$ cat src/verilog/awv_pkg.sv
package awv_pkg;
  // Task file offsets
  localparam logic [2:0] REG_DATA        = 3'h0;
  localparam logic [2:0] REG_FEATURE     = 3'h1;
  localparam logic [2:0] REG_COUNT       = 3'h2;
  localparam logic [2:0] REG_SECTOR      = 3'h3;
  localparam logic [2:0] REG_TRACK_LOW   = 3'h4;
  localparam logic [2:0] REG_TRACK_HIGH  = 3'h5;
  localparam logic [2:0] REG_UNIT_HEAD   = 3'h6;
  localparam logic [2:0] REG_COMMAND     = 3'h7;

  // Command codes
  localparam logic [7:0] CMD_WRITE       = 8'h30;
  localparam logic [7:0] CMD_WRITE_NR    = 8'h31;
  localparam logic [7:0] CMD_WRITE_NOERS = 8'h38;
  localparam logic [7:0] CMD_WRITE_VFY   = 8'h3C;

  // Status bit positions
  localparam int STS_BSY  = 7;
  localparam int STS_DRDY = 6;
  localparam int STS_DSC  = 4;
  localparam int STS_DRQ  = 3;
  localparam int STS_ERR  = 0;

  // Error register bit positions
  localparam int ERRB_MEDIA = 6;
  localparam int ERRB_ABRT  = 2;

  // Unit/head field
  localparam int UH_LBA = 6;

  // Reset values, and the sector total loaded for a count of zero
  localparam logic [7:0] RST_TASK      = 8'h00;
  localparam logic [7:0] RST_UNIT_HEAD = 8'hA0;
  localparam logic [8:0] FULL_COUNT    = 9'h100;

  // Sector payload in 16-bit data words
  localparam logic [7:0] LAST_WORD     = 8'hFF;

  // Media operation codes
  typedef enum logic [1:0] {
    MOP_ERASE,
    MOP_PROGRAM,
    MOP_VERIFY
  } awv_mop_e;
endpackage

$ cat src/verilog/awv_sector_seq.sv
`timescale 1ns/1ns
module awv_sector_seq (
  input  wire logic              i_clock,
  input  wire logic              i_reset_n,
  input  wire logic              i_start,
  input  wire logic              i_skip_erase,
  input  wire logic              i_verify,
  input  wire logic              i_erased,
  input  wire logic              i_media_done,
  input  wire logic              i_media_fail,
  output awv_pkg::awv_mop_e      o_op,
  output logic                   o_go,
  output logic                   o_done,
  output logic                   o_fail
);
  typedef enum logic [1:0] {
    SQ_IDLE,
    SQ_ERASE,
    SQ_PROG,
    SQ_VER
  } awv_sq_e;

  awv_sq_e state;

  always_ff @(posedge i_clock or negedge i_reset_n) begin
    if (!i_reset_n) begin
      state  <= SQ_IDLE;
      o_op   <= awv_pkg::MOP_ERASE;
      o_go   <= 1'b0;
      o_done <= 1'b0;
      o_fail <= 1'b0;
    end else begin
      o_go   <= 1'b0;
      o_done <= 1'b0;
      o_fail <= 1'b0;
      case (state)
        SQ_IDLE: begin
          if (i_start) begin
            o_go <= 1'b1;
            if (i_skip_erase && i_erased) begin
              state <= SQ_PROG;
              o_op  <= awv_pkg::MOP_PROGRAM;
            end else begin
              state <= SQ_ERASE;
              o_op  <= awv_pkg::MOP_ERASE;
            end
          end
        end
        SQ_ERASE: begin
          if (i_media_fail) begin
            state  <= SQ_IDLE;
            o_fail <= 1'b1;
          end else if (i_media_done) begin
            state <= SQ_PROG;
            o_op  <= awv_pkg::MOP_PROGRAM;
            o_go  <= 1'b1;
          end
        end
        SQ_PROG: begin
          if (i_media_fail) begin
            state  <= SQ_IDLE;
            o_fail <= 1'b1;
          end else if (i_media_done && i_verify) begin
            state <= SQ_VER;
            o_op  <= awv_pkg::MOP_VERIFY;
            o_go  <= 1'b1;
          end else if (i_media_done) begin
            state  <= SQ_IDLE;
            o_done <= 1'b1;
          end
        end
        SQ_VER: begin
          if (i_media_fail) begin
            state  <= SQ_IDLE;
            o_fail <= 1'b1;
          end else if (i_media_done) begin
            state  <= SQ_IDLE;
            o_done <= 1'b1;
          end
        end
        default: state <= SQ_IDLE;
      endcase
    end
  end
endmodule

$ cat src/verilog/awv_top.sv
`timescale 1ns/1ns
module awv_top (
  input  wire logic        I_CLOCK,
  input  wire logic        I_RESET_N,
  input  wire logic        I_REG_WE,
  input  wire logic        I_REG_RE,
  input  wire logic [2:0]  I_REG_ADDR,
  input  wire logic [7:0]  I_REG_WDATA,
  input  wire logic        I_DATA_WE,
  input  wire logic [15:0] I_DATA,
  input  wire logic        I_MEDIA_DONE,
  input  wire logic        I_MEDIA_FAIL,
  input  wire logic        I_MEDIA_ERASED,
  output logic [7:0]       O_REG_RDATA,
  output logic             O_BSY,
  output logic             O_DRQ,
  output logic             O_INTRQ,
  output logic [15:0]      O_MEDIA_WDATA,
  output logic             O_MEDIA_WVALID,
  output logic             O_MEDIA_GO,
  output logic [1:0]       O_MEDIA_OP,
  output logic [27:0]      O_MEDIA_LBA
);
  typedef enum logic [1:0] {
    ST_IDLE,
    ST_ACCEPT,
    ST_XFER,
    ST_EXEC
  } awv_st_e;

  awv_st_e           state;
  logic [7:0]        feature;
  logic [7:0]        count;
  logic [7:0]        sector;
  logic [7:0]        track_low;
  logic [7:0]        track_high;
  logic [7:0]        unit_head;
  logic [7:0]        error_bits;
  logic              err_flag;
  logic [8:0]        remaining;
  logic [7:0]        word_idx;
  logic              skip_erase;
  logic              verify;
  logic              seq_start;
  logic              seq_go;
  logic              seq_done;
  logic              seq_fail;
  awv_pkg::awv_mop_e seq_op;
  logic [27:0]       cur_addr;
  logic [27:0]       next_addr;
  logic [7:0]        status;
  logic              cmd_wr;
  logic              is_write;
  logic              task_wr;

  function automatic logic is_write_cmd(input logic [7:0] c);
    is_write_cmd = (c == awv_pkg::CMD_WRITE) ||
                   (c == awv_pkg::CMD_WRITE_NR) ||
                   (c == awv_pkg::CMD_WRITE_NOERS) ||
                   (c == awv_pkg::CMD_WRITE_VFY);
  endfunction

  // CHS mode uses the same packing; no geometry translation is done here
  assign cur_addr  = {unit_head[3:0], track_high, track_low, sector};
  assign next_addr = cur_addr + 28'h0000001;
  assign cmd_wr    = I_REG_WE && (I_REG_ADDR == awv_pkg::REG_COMMAND);
  assign is_write  = is_write_cmd(I_REG_WDATA);
  // Task file is frozen while a command runs so the host cannot race it
  assign task_wr   = I_REG_WE && (state == ST_IDLE);

  always_comb begin
    status = 8'h00;
    status[awv_pkg::STS_BSY]  = O_BSY;
    status[awv_pkg::STS_DRDY] = !O_BSY;
    status[awv_pkg::STS_DSC]  = !O_BSY;
    status[awv_pkg::STS_DRQ]  = O_DRQ;
    status[awv_pkg::STS_ERR]  = err_flag;
  end

  always_ff @(posedge I_CLOCK or negedge I_RESET_N) begin
    if (!I_RESET_N) begin
      state      <= ST_IDLE;
      O_BSY      <= 1'b0;
      O_DRQ      <= 1'b0;
      remaining  <= 9'h000;
      word_idx   <= 8'h00;
      skip_erase <= 1'b0;
      verify     <= 1'b0;
      seq_start  <= 1'b0;
    end else begin
      seq_start <= 1'b0;
      case (state)
        ST_IDLE: begin
          if (cmd_wr && is_write) begin
            state      <= ST_ACCEPT;
            O_BSY      <= 1'b1;
            skip_erase <= (I_REG_WDATA == awv_pkg::CMD_WRITE_NOERS);
            verify     <= (I_REG_WDATA == awv_pkg::CMD_WRITE_VFY);
            remaining  <= (count == 8'h00) ? awv_pkg::FULL_COUNT :
                          {1'b0, count};
          end
        end
        ST_ACCEPT: begin
          state    <= ST_XFER;
          O_BSY    <= 1'b0;
          O_DRQ    <= 1'b1;
          word_idx <= 8'h00;
        end
        ST_XFER: begin
          if (I_DATA_WE) begin
            word_idx <= word_idx + 8'h01;
            if (word_idx == awv_pkg::LAST_WORD) begin
              state     <= ST_EXEC;
              O_BSY     <= 1'b1;
              O_DRQ     <= 1'b0;
              seq_start <= 1'b1;
            end
          end
        end
        ST_EXEC: begin
          if (seq_fail) begin
            state <= ST_IDLE;
            O_BSY <= 1'b0;
          end else if (seq_done) begin
            remaining <= remaining - 9'h001;
            if (remaining == 9'h001) begin
              state <= ST_IDLE;
              O_BSY <= 1'b0;
            end else begin
              state    <= ST_XFER;
              O_BSY    <= 1'b0;
              O_DRQ    <= 1'b1;
              word_idx <= 8'h00;
            end
          end
        end
        default: state <= ST_IDLE;
      endcase
    end
  end

  // Interrupt: set on data request for later sectors and on completion
  always_ff @(posedge I_CLOCK or negedge I_RESET_N) begin
    if (!I_RESET_N) begin
      O_INTRQ <= 1'b0;
    end else if (state == ST_EXEC && (seq_fail || seq_done)) begin
      O_INTRQ <= 1'b1;
    end else if (state == ST_IDLE && cmd_wr && !is_write) begin
      O_INTRQ <= 1'b1;
    end else if (cmd_wr ||
                 (I_REG_RE && I_REG_ADDR == awv_pkg::REG_COMMAND)) begin
      O_INTRQ <= 1'b0;
    end
  end

  // Error reporting; unknown commands are aborted
  always_ff @(posedge I_CLOCK or negedge I_RESET_N) begin
    if (!I_RESET_N) begin
      err_flag   <= 1'b0;
      error_bits <= awv_pkg::RST_TASK;
    end else if (state == ST_EXEC && seq_fail) begin
      err_flag                       <= 1'b1;
      error_bits                     <= awv_pkg::RST_TASK;
      error_bits[awv_pkg::ERRB_MEDIA] <= 1'b1;
    end else if (state == ST_IDLE && cmd_wr) begin
      err_flag                       <= !is_write;
      error_bits                     <= awv_pkg::RST_TASK;
      error_bits[awv_pkg::ERRB_ABRT]  <= !is_write;
    end
  end

  // Task file; address and residual count advance only after a good sector
  always_ff @(posedge I_CLOCK or negedge I_RESET_N) begin
    if (!I_RESET_N) begin
      feature    <= awv_pkg::RST_TASK;
      count      <= awv_pkg::RST_TASK;
      sector     <= awv_pkg::RST_TASK;
      track_low  <= awv_pkg::RST_TASK;
      track_high <= awv_pkg::RST_TASK;
      unit_head  <= awv_pkg::RST_UNIT_HEAD;
    end else if (state == ST_EXEC && seq_done) begin
      count      <= count - 8'h01;
      if (remaining != 9'h001) begin
        sector     <= next_addr[7:0];
        track_low  <= next_addr[15:8];
        track_high <= next_addr[23:16];
        unit_head  <= {unit_head[7:4], next_addr[27:24]};
      end
    end else if (task_wr) begin
      case (I_REG_ADDR)
        awv_pkg::REG_FEATURE:    feature    <= I_REG_WDATA;
        awv_pkg::REG_COUNT:      count      <= I_REG_WDATA;
        awv_pkg::REG_SECTOR:     sector     <= I_REG_WDATA;
        awv_pkg::REG_TRACK_LOW:  track_low  <= I_REG_WDATA;
        awv_pkg::REG_TRACK_HIGH: track_high <= I_REG_WDATA;
        awv_pkg::REG_UNIT_HEAD:  unit_head  <= I_REG_WDATA;
        default:                 feature    <= feature;
      endcase
    end
  end

  // Registered read port; offset 1 reads error, offset 7 reads status
  always_ff @(posedge I_CLOCK or negedge I_RESET_N) begin
    if (!I_RESET_N) begin
      O_REG_RDATA <= awv_pkg::RST_TASK;
    end else if (I_REG_RE) begin
      case (I_REG_ADDR)
        awv_pkg::REG_FEATURE:    O_REG_RDATA <= error_bits;
        awv_pkg::REG_COUNT:      O_REG_RDATA <= count;
        awv_pkg::REG_SECTOR:     O_REG_RDATA <= sector;
        awv_pkg::REG_TRACK_LOW:  O_REG_RDATA <= track_low;
        awv_pkg::REG_TRACK_HIGH: O_REG_RDATA <= track_high;
        awv_pkg::REG_UNIT_HEAD:  O_REG_RDATA <= unit_head;
        awv_pkg::REG_COMMAND:    O_REG_RDATA <= status;
        default:                 O_REG_RDATA <= awv_pkg::RST_TASK;
      endcase
    end
  end

  // Media side: data words pass straight through, no sector buffer
  always_ff @(posedge I_CLOCK or negedge I_RESET_N) begin
    if (!I_RESET_N) begin
      O_MEDIA_WDATA  <= 16'h0000;
      O_MEDIA_WVALID <= 1'b0;
      O_MEDIA_GO     <= 1'b0;
      O_MEDIA_OP     <= 2'h0;
      O_MEDIA_LBA    <= 28'h0000000;
    end else begin
      O_MEDIA_WVALID <= (state == ST_XFER) && I_DATA_WE;
      if ((state == ST_XFER) && I_DATA_WE) begin
        O_MEDIA_WDATA <= I_DATA;
      end
      O_MEDIA_GO  <= seq_go;
      O_MEDIA_OP  <= seq_op;
      O_MEDIA_LBA <= cur_addr;
    end
  end

  awv_sector_seq u_seq (
    .i_clock      (I_CLOCK),
    .i_reset_n    (I_RESET_N),
    .i_start      (seq_start),
    .i_skip_erase (skip_erase),
    .i_verify     (verify),
    .i_erased     (I_MEDIA_ERASED),
    .i_media_done (I_MEDIA_DONE),
    .i_media_fail (I_MEDIA_FAIL),
    .o_op         (seq_op),
    .o_go         (seq_go),
    .o_done       (seq_done),
    .o_fail       (seq_fail)
  );
endmodule

$ cat config.mk
export PLATFORM = sky130hd
export DESIGN_NAME = awv_top
export DESIGN_NICKNAME = d
export VERILOG_FILES = /design/src/verilog/awv_pkg.sv /design/src/verilog/awv_sector_seq.sv /design/src/verilog/awv_top.sv
export SDC_FILE = /design/constraint.sdc
export NUM_CORES = 1
export LEC_CHECK = 0
export ABC_AREA = 0
export BUFFER_PORTS_ARGS = -buffer_cell sky130_fd_sc_hd__buf_4
export CORE_MARGIN = 1.5
export CORE_UTILIZATION = 49
export DETAILED_ROUTE_END_ITERATION = 12
export GPL_TIMING_DRIVEN = 0
export PLACE_DENSITY_LB_ADDON = 0.15
export SKIP_LAST_GASP = 1
export SLEW_MARGIN = 25
export SYNTH_ARGS = -nofsm -noshare
export SYNTH_HDL_FRONTEND = slang
export SYNTH_HIERARCHICAL = 1
export SYNTH_SLANG_ARGS = --single-unit
$ cat constraint.sdc
create_clock -name I_CLOCK -period 2.9 [get_ports I_CLOCK]
set_input_delay 0.58 -clock I_CLOCK [delete_from_list [all_inputs] [get_ports I_CLOCK]]
set_output_delay 0.58 -clock I_CLOCK [all_outputs]
set_load 0.01 [all_outputs]
==> metrics.sh, run 1 <==
POST_CTS.RESIZED_INSTANCES=0
WORST_SETUP_PATH_START_KIND='register'
LAYOUT.CELLS.MOST_COMMON_LIST='129 x sky130_fd_sc_hd__dfrtp_1, 86 x sky130_fd_sc_hd__buf_4, 61 x sky130_fd_sc_hd__nor2_1'
DIODES=0
FIRST_GLOBAL_VIAS=6052
YS.FLOP_TYPE='sky130_fd_sc_hd__dfrtp_1'
CRIT-REG2REG-CAPTURE='sector[3]'
H_TREE_LEVELS=4
GLOBALROUTE.TOTALOVERFLOW=0
TOTAL_SWITCHING_POWER_mW=3.16
DIE_HEIGHT_UM=120
CTS-HOLD-FIX-BUFFERS=0
WL_UM=20200
REG2REGPATHDEPTH=6
FINAL-MAX-SLEW-VIOLATION-COUNT=0
POSTPLACECELLAREA_SQ_UM=7590
DETAIL-ROUTE-ANTENNA-NETS=0
SYNTH-ASYNC-RESET-RATIO=1.00
POWER_SWITCHING_SHARE=0.366
SETUP.WORST_PATH.START='remaining[2]'
SETUP.WORST_PATH.CLASS='reg2reg'
MOST_COMMON_LIBRARY_CELL_IN_THE_LAYOUT_IGNORING_FILL_AND_TAPS='sky130_fd_sc_hd__dfrtp_1'
YS_WARN_COUNT=6
CTS_SETUP_BUFFERS=0
TIMING.FINAL.HOLD_VIOLATIONS=0
INITIAL_CORE_UTIL=0.502
CP.ARRIVAL_NS=2.79
CRIT_REQUIRED_NS=3.24
NETLIST_AREA_SQ_UM=6680
DETAILEDROUTE.FIRSTPASSITERATIONCOUNT=6
REPORT.POWER.TOTAL_mW=8.62
WORSTMARGINPINSLEW_NS=0.889
STATUS='completed'
ANTENNA_FOUND_INITIAL=0
CLOCK_POWER_SHARE=0.262
DRCVIOLATIONCOUNT=0
LAST_WEIGHTED_CONGESTION_VALUE_OF_THE_ROUTABILITY_DRIVEN_PLACER=0.950
PERIOD_MINUS_SLACK_NS=2.45
PERIOD_SHARE=0.844
BUFFERS_FROM_CLOCK_ROOT_TO_SINK_AT_MOST=2
NUM_VIAS=6103
GRT_FIRST_PASS_WIRELENGTH_UM=32300
DETAILEDROUTE.FIRSTITERATIONVIOLATIONS=637
LAYOUT-DRIVE-GT1-SHARE=0.223
FIN_UTIL=0.617
NUM_IO_PINS=94
AVGVIACOUNTPERCELL=6.26
PIN_COUNT_OF_THE_BIGGEST_NET_ENTERING_GLOBAL_ROUTING=72
TYPE_OF_THE_TIGHTEST_MIN_DELAY_CHECK='in2async'
SYNTH.NET_COUNT=727
GRT_SETUP_UNREPAIRED='no'
POST_PLACE_SETUP_SLACK_NS=0.377
FINALSETUPVIOLATIONS=0
NUMPORTBUFFERS=87
TIMING.CRITICAL_PATH.FANOUT_MAX=10
MAXCAPVIOLCOUNT=0
DETAIL_ROUTED_NET_LENGTH_PER_STANDARD_CELL_UM=20.7
SHARE_COMB_OF_TOTAL_POWER=0.337
REGISTER_CELL_AREA_AFTER_LAYOUT_SQ_UM=3280
SITE_ROWS=42
FLOP_PWR_SHARE=0.401
FINAL_NET_COUNT=834
SYNTH_SEQ_CELLS=131
POSTLAYOUTCELLAREA_SQ_UM=8210
LAYOUT.FILLER_CELLS=1127
TOTALNEGATIVESETUPSLACK_NS=0
PLACE_HPWL_UM=14700
POST_SYNTH_INST_COUNT=680
CORE_REGION_AREA_SQ_UM=13300
TRITONCTS='yes'
WORST_CASE_VDD_IR_DROP_mV=0.622
NUM_CTS_BUFFERS=17
MULTI_INPUT_COMB_AREA_SQ_UM=3150
TIMING.FMAX_MHz=409
CRIT-REG2REG-LAUNCH='remaining[2]'
GR-USAGE-ALL-LAYERS=0.292
YS_TYPES=79
DIEWIDTH_UM=120
FINAL.SETUP.WORST_SLACK_NS=0.453
CLOCK-SINKS=131
CLK_LATENCY_NS=0.42
AREA_GROW_SYN2LAYOUT_PCT=22.9
CRITICAL_PATH.ENDPOINT='sector[3]'
SKEW_NS=0.00789
SETUP.WORST_PATH.END_CLASS='register'
CELLLEAKAGEPOWER_nW=3.58
POWERDENSITY_nW_PER_UM2=1050
SYNTH-SEQ-AREA-SHARE=0.491
WORST_SETUP_HOLD_PATH_CLK_SLEW_NS=0.05
CLOCK-ROOT-BUFFER='sky130_fd_sc_hd__clkbuf_16'
SLEW_HEADROOM=0.403
R2R_SETUP_SLACK_NS=0.45
NUMBER_OF_ENABLE_FLIP_FLOP_CELLS_AFTER_SYNTHESIS=0
CELLINTERNALPOWER_mW=5.46
FLOORPLAN.DIE_AREA_SQ_UM=14300
SYNTH_AREA_PER_CELL_SQ_UM=9.82
[per-stage QoR]
stage	hold slack, ns	instances
final	0.0732	975
after global routing	0.107	975
after CTS	0.0943	975
after detailed placement	0.341	944
after global placement	0.333	943
after floorplan	0.284	680
[Yosys cell counts, types with 5 or more instances]
cell type                  number  area (sq um)
sky130_fd_sc_hd__ha_1          12           150
sky130_fd_sc_hd__o22a_1        11          96.3
sky130_fd_sc_hd__nand4_1        5          31.3
sky130_fd_sc_hd__mux2i_1       12           120
sky130_fd_sc_hd__a22oi_1        7          52.6
sky130_fd_sc_hd__nor2_1        61           229
sky130_fd_sc_hd__nand3_1       25           125
sky130_fd_sc_hd__o21ai_0       53           265
sky130_fd_sc_hd__dfrtp_1      129          3230
sky130_fd_sc_hd__inv_1         21          78.8
sky130_fd_sc_hd__nand3b_1       6          45.0
sky130_fd_sc_hd__nand2_1       59           221
sky130_fd_sc_hd__clkbuf_1      20          75.1
sky130_fd_sc_hd__a21oi_1       52           260
sky130_fd_sc_hd__and3_1        10          62.6
sky130_fd_sc_hd__mux2_2        21           236
sky130_fd_sc_hd__buf_2         12          60.1
sky130_fd_sc_hd__nor2b_1       10          62.6
sky130_fd_sc_hd__o22ai_1       12          75.1
sky130_fd_sc_hd__and4_1         5          43.8
sky130_fd_sc_hd__nor3_1        17          85.1
sky130_fd_sc_hd__o31ai_1        7          52.6
sky130_fd_sc_hd__a31oi_1        9          56.3
sky130_fd_sc_hd__a22o_1         9          78.8
[how the worst min path moves through the flow]
stage	cells past startpoint	start	to	slack (ns)
after floorplan	0	I_RESET_N	O_BSY	0.28
after global placement	0	u_seq/o_go	O_MEDIA_GO	0.33
after detailed placement	0	u_seq/o_go	O_MEDIA_GO	0.34
after CTS	1	I_RESET_N	O_MEDIA_LBA[0]	0.09
after global routing	1	I_RESET_N	O_MEDIA_LBA[0]	0.11
final	1	I_RESET_N	O_MEDIA_LBA[0]	0.07
[final cells by class]
cell class,count,share of cell area
plain buffers,38,0.0210
clock buffers,22,0.0566
clock inverters,9,0.0188
inverters,21,0.00961
multi-input cells,490,0.384
flip-flops and latches,131,0.400
well taps,176,0.0268
repair buffers,88,0.0839
[registers in the layout, summed over array words and instances, names as in the netlist, 2 cells and up]
name           count
O_MEDIA_LBA       28
O_MEDIA_OP         2
O_MEDIA_WDATA     16
O_REG_RDATA        8
count              8
error_bits         2
remaining          9
sector             8
state              2
track_high         8
track_low          8
u_seq/o_op         2
u_seq/state        2
unit_head          8
word_idx           8
[worst max-delay path, stage by stage (launching register included)]
cell	delay [ns]
sky130_fd_sc_hd__dfrtp_1	0.42
sky130_fd_sc_hd__nor3_1	0.74
sky130_fd_sc_hd__a31o_2	0.41
sky130_fd_sc_hd__o31a_2	0.33
sky130_fd_sc_hd__buf_2	0.27
sky130_fd_sc_hd__o21ai_0	0.12
sky130_fd_sc_hd__o21ai_0	0.09
[power groups by stage]
stage | Combinational [mW] | Clock [mW] | Sequential [mW]
3_5_place_dp | 2.89 | 0 | 3.45
4_1_cts | 2.91 | 2.28 | 3.43
2_1_floorplan | 1.61 | 0 | 3.36
5_1_grt | 3.18 | 2.36 | 3.56
6_report | 2.91 | 2.26 | 3.46
3_3_place_gp | 2.82 | 0 | 3.43
[cell families (layout without fill, tap and decap cells)]
group | Yosys count | in the layout | synth area share
compound gates | 208 | 208 | 0.207
xor+xnor | 2 | 2 | 0.00262
fa+ha+maj | 12 | 12 | 0.0225
buf+inv | 59 | 178 | 0.0377
flops | 131 | 131 | 0.491
mux | 35 | 35 | 0.0590
simple gates | 233 | 233 | 0.180
[routing by layer]
metal,GRT usage,wire [um],vias up
li1,-,-,2732
met1,0.368,8010,2992
met2,0.477,9790,312
met3,0.0480,1410,67
met4,0.172,960,0
met5,0,0,-
No activity file was read; power rests on OpenSTA's default activity.
==> inputs of run 2 (changes only) <==
clock period = 2.12 ns   (was 2.9 ns; I/O delays follow)
==> run 2 against run 1 <==
Critical path depth rose by 1. The flow now finishes with violations (negative setup slack). Utilization is 1.3 points higher. Largest power group unchanged. Highest routed layer unchanged. Count of clock-buffer cells in the layout unchanged. Clock power increased by 36%.
==> metrics.sh, run 2 (same netlist as run 1, synthesis figures left out) <==
STATUS='complete, but fails checks'
VIOLATIONS_IN_THE_FINAL_REPORTS='negative setup slack'
GLOBALROUTE.TOTALOVERFLOW=0
HOLD_START='I_MEDIA_FAIL'
KIND_OF_CELL_ADDING_THE_MOST_DELAY_TO_THE_CRITICAL_PATH='simple AND/OR/NAND/NOR gates'
NUMPORTBUFFERS=87
TIMING.CRITICAL_PATH.FANOUT_MAX=3
NUM_IO_PINS=94
DIEWIDTH_UM=120
REG2REGPATHDEPTH=7
TRITONCTS='yes'
LAYOUT.CELLS.MOST_COMMON_LIST='125 x sky130_fd_sc_hd__dfrtp_1, 91 x sky130_fd_sc_hd__buf_4, 60 x sky130_fd_sc_hd__nor2_1'
PATH_DEPTH=7
POWER_SWITCHING_SHARE=0.368
GR-USAGE-ALL-LAYERS=0.294
CRITPATHSLOWESTCELL='sky130_fd_sc_hd__dfrtp_2'
CELLLEAKAGEPOWER_nW=3.64
WORSTMARGINPINSLEW_NS=0.698
HOLD-PATH-CELL-COUNT=2
SETUP.WORST_PATH.CLASS='reg2reg'
MAX_FLOP_REGISTER='O_MEDIA_LBA'
PERIOD_MINUS_SLACK_NS=2.13
AVGVIACOUNTPERCELL=6.28
LARGESTREGISTERS='O_MEDIA_LBA: 28 flops, O_MEDIA_WDATA: 16 flops, remaining: 9 flops'
PATH_COMMON_CELL='sky130_fd_sc_hd__or3_4'
MAX_STAGE_DELAY_NS=0.41
LARGEST_REG_FLOPS=28
POWERDENSITY_nW_PER_UM2=1430
FINAL.SETUP.WORST_SLACK_NS=-0.0148
DETAILEDROUTE.FIRSTPASSITERATIONCOUNT=7
FIN_UTIL=0.631
FINALSETUPVIOLATIONS=1
ANTENNA_FOUND_INITIAL=0
SKEW_NS=0.00689
SETUP.WORST_PATH.END_CLASS='register'
FINAL-MAX-SLEW-VIOLATION-COUNT=0
LAYOUT.FILLER_CELLS=1104
AREA_GROW_SYN2LAYOUT_PCT=25.5
GRT_FIRST_PASS_WIRELENGTH_UM=32500
BUFFERS_FROM_CLOCK_ROOT_TO_SINK_AT_MOST=2
CLOCK_POWER_SHARE=0.257
NUM_VIAS=6137
CRIT_REQUIRED_NS=2.41
CORE_REGION_AREA_SQ_UM=13300
FINAL_NET_COUNT=837
DETAILEDROUTE.FIRSTITERATIONVIOLATIONS=579
SITE_ROWS=42
REPORT.POWER.TOTAL_mW=12.0
FIRST_GLOBAL_VIAS=6089
DIE_HEIGHT_UM=120
TIMING.FMAX_MHz=468
CLK_LATENCY_NS=0.42
WORST_SETUP_PATH_START_KIND='register'
MOST_COMMON_LIBRARY_CELL_IN_THE_LAYOUT_IGNORING_FILL_AND_TAPS='sky130_fd_sc_hd__dfrtp_1'
HOLD-PATH-ENDPOINT='u_seq/o_done'
R2R_SETUP_SLACK_NS=-0.01
POSTPLACECELLAREA_SQ_UM=7590
LAYOUT-DRIVE-GT1-SHARE=0.262
TIMING.FINAL.HOLD_VIOLATIONS=0
SHARE_COMB_OF_TOTAL_POWER=0.344
CELLINTERNALPOWER_mW=7.56
POSTLAYOUTCELLAREA_SQ_UM=8380
DETAIL-ROUTE-ANTENNA-NETS=0
TIMING.CRITICAL_PATH.CELLS='inv_2, ha_4, or3b_4, or3_4, or3_4, a311oi_2, a21oi_1'
DRCVIOLATIONCOUNT=0
DIODES=0
TIMING.HOLD.WS_NS=0.224
INITIAL_CORE_UTIL=0.502
PIN_COUNT_OF_THE_BIGGEST_NET_ENTERING_GLOBAL_ROUTING=72
CRIT-REG2REG-CAPTURE='remaining[1]'
FLOP_PWR_SHARE=0.399
CP.ARRIVAL_NS=2.43
TYPE_OF_THE_TIGHTEST_MIN_DELAY_CHECK='in2reg'
WORST_CASE_VDD_IR_DROP_mV=0.849
PLACE_HPWL_UM=14700
CLOCK-SINKS=131
SLEW_HEADROOM=0.534
TOTAL_SWITCHING_POWER_mW=4.41
TOTALNEGATIVESETUPSLACK_NS=-0.0148
MAXCAPVIOLCOUNT=0
WORST_SETUP_HOLD_PATH_CLK_SLEW_NS=0.05
CRIT-REG2REG-LAUNCH='count[0]'
LAST_WEIGHTED_CONGESTION_VALUE_OF_THE_ROUTABILITY_DRIVEN_PLACER=0.950
NUM_CTS_BUFFERS=17
GRT_SETUP_UNREPAIRED='yes'
FLOORPLAN.DIE_AREA_SQ_UM=14300
PERIOD_SHARE=1.01
DETAIL_ROUTED_NET_LENGTH_PER_STANDARD_CELL_UM=20.7
CP.BUFFERS_INVERTERS=1
H_TREE_LEVELS=4
CLOCK-ROOT-BUFFER='sky130_fd_sc_hd__clkbuf_16'
WL_UM=20300
-- run 2: changes by cell type in the layout (fill, tap and decap cells not counted), sizes merged --
cell,before,now
dlygate4sd3,0,1
buf,106,108
-- run 2: worst max-delay path by stage --
stage             startpoint        endpoint
3_5_place_dp   I_REG_ADDR[0]  O_REG_RDATA[0]
5_1_grt             count[0]    remaining[1]
2_1_floorplan       count[0]    remaining[1]
6_report            count[0]    remaining[1]
4_1_cts         remaining[1]       sector[3]
3_3_place_gp   I_REG_ADDR[0]  O_REG_RDATA[0]
-- run 2: area by class of cell --
type / count / area (sq um) / area share
Timing Repair Buffer: 94 / 736 / 0.0877
Inverter: 21 / 78.8 / 0.00940
Sequential cell: 131 / 3290 / 0.392
Clock buffer: 22 / 464 / 0.0554
Tap cell: 176 / 220 / 0.0263
Multi-Input combinational cell: 490 / 3270 / 0.390
Clock inverter: 9 / 154 / 0.0184
Buffer: 35 / 178 / 0.0212
-- run 2: power by group through the flow --
| stage | combinational (mW) | sequential, mW | clock (mW) |
|---|---|---|---|
| after floorplan | 2.20 | 4.59 | 0 |
| after global placement | 3.86 | 4.69 | 0 |
| after detailed placement | 3.96 | 4.72 | 0 |
| after CTS | 4.08 | 4.68 | 3.12 |
| after global routing | 4.50 | 4.91 | 3.23 |
| final | 4.12 | 4.77 | 3.08 |
-- run 2: timing repair --
action	4_1_cts	5_1_grt
endpoints found under the hold margin	58	0
gates cloned	0	0
hold buffers	1	0
endpoints found under the setup margin	41	39
pin swaps	3	2
setup buffers	4	1
gates resized for setup	13	29
-- run 2: metrics by stage --
| stage | setup slack (ns) | std cells |
|---|---|---|
| floorplan | 0.0111 | 680 |
| global placement | -0.220 | 943 |
| detailed placement | -0.247 | 944 |
| CTS | -0.0366 | 979 |
| global route | -0.0760 | 978 |
| finish | -0.0148 | 978 |
-- run 2: metal layers --
metal / global-route usage / up-vias / wire length, um
met5: 0 / - / 0
met4: 0.164 / 0 / 931
met3: 0.0475 / 69 / 1260
met2: 0.480 / 297 / 9870
met1: 0.374 / 3033 / 8210
li1: - / 2738 / -
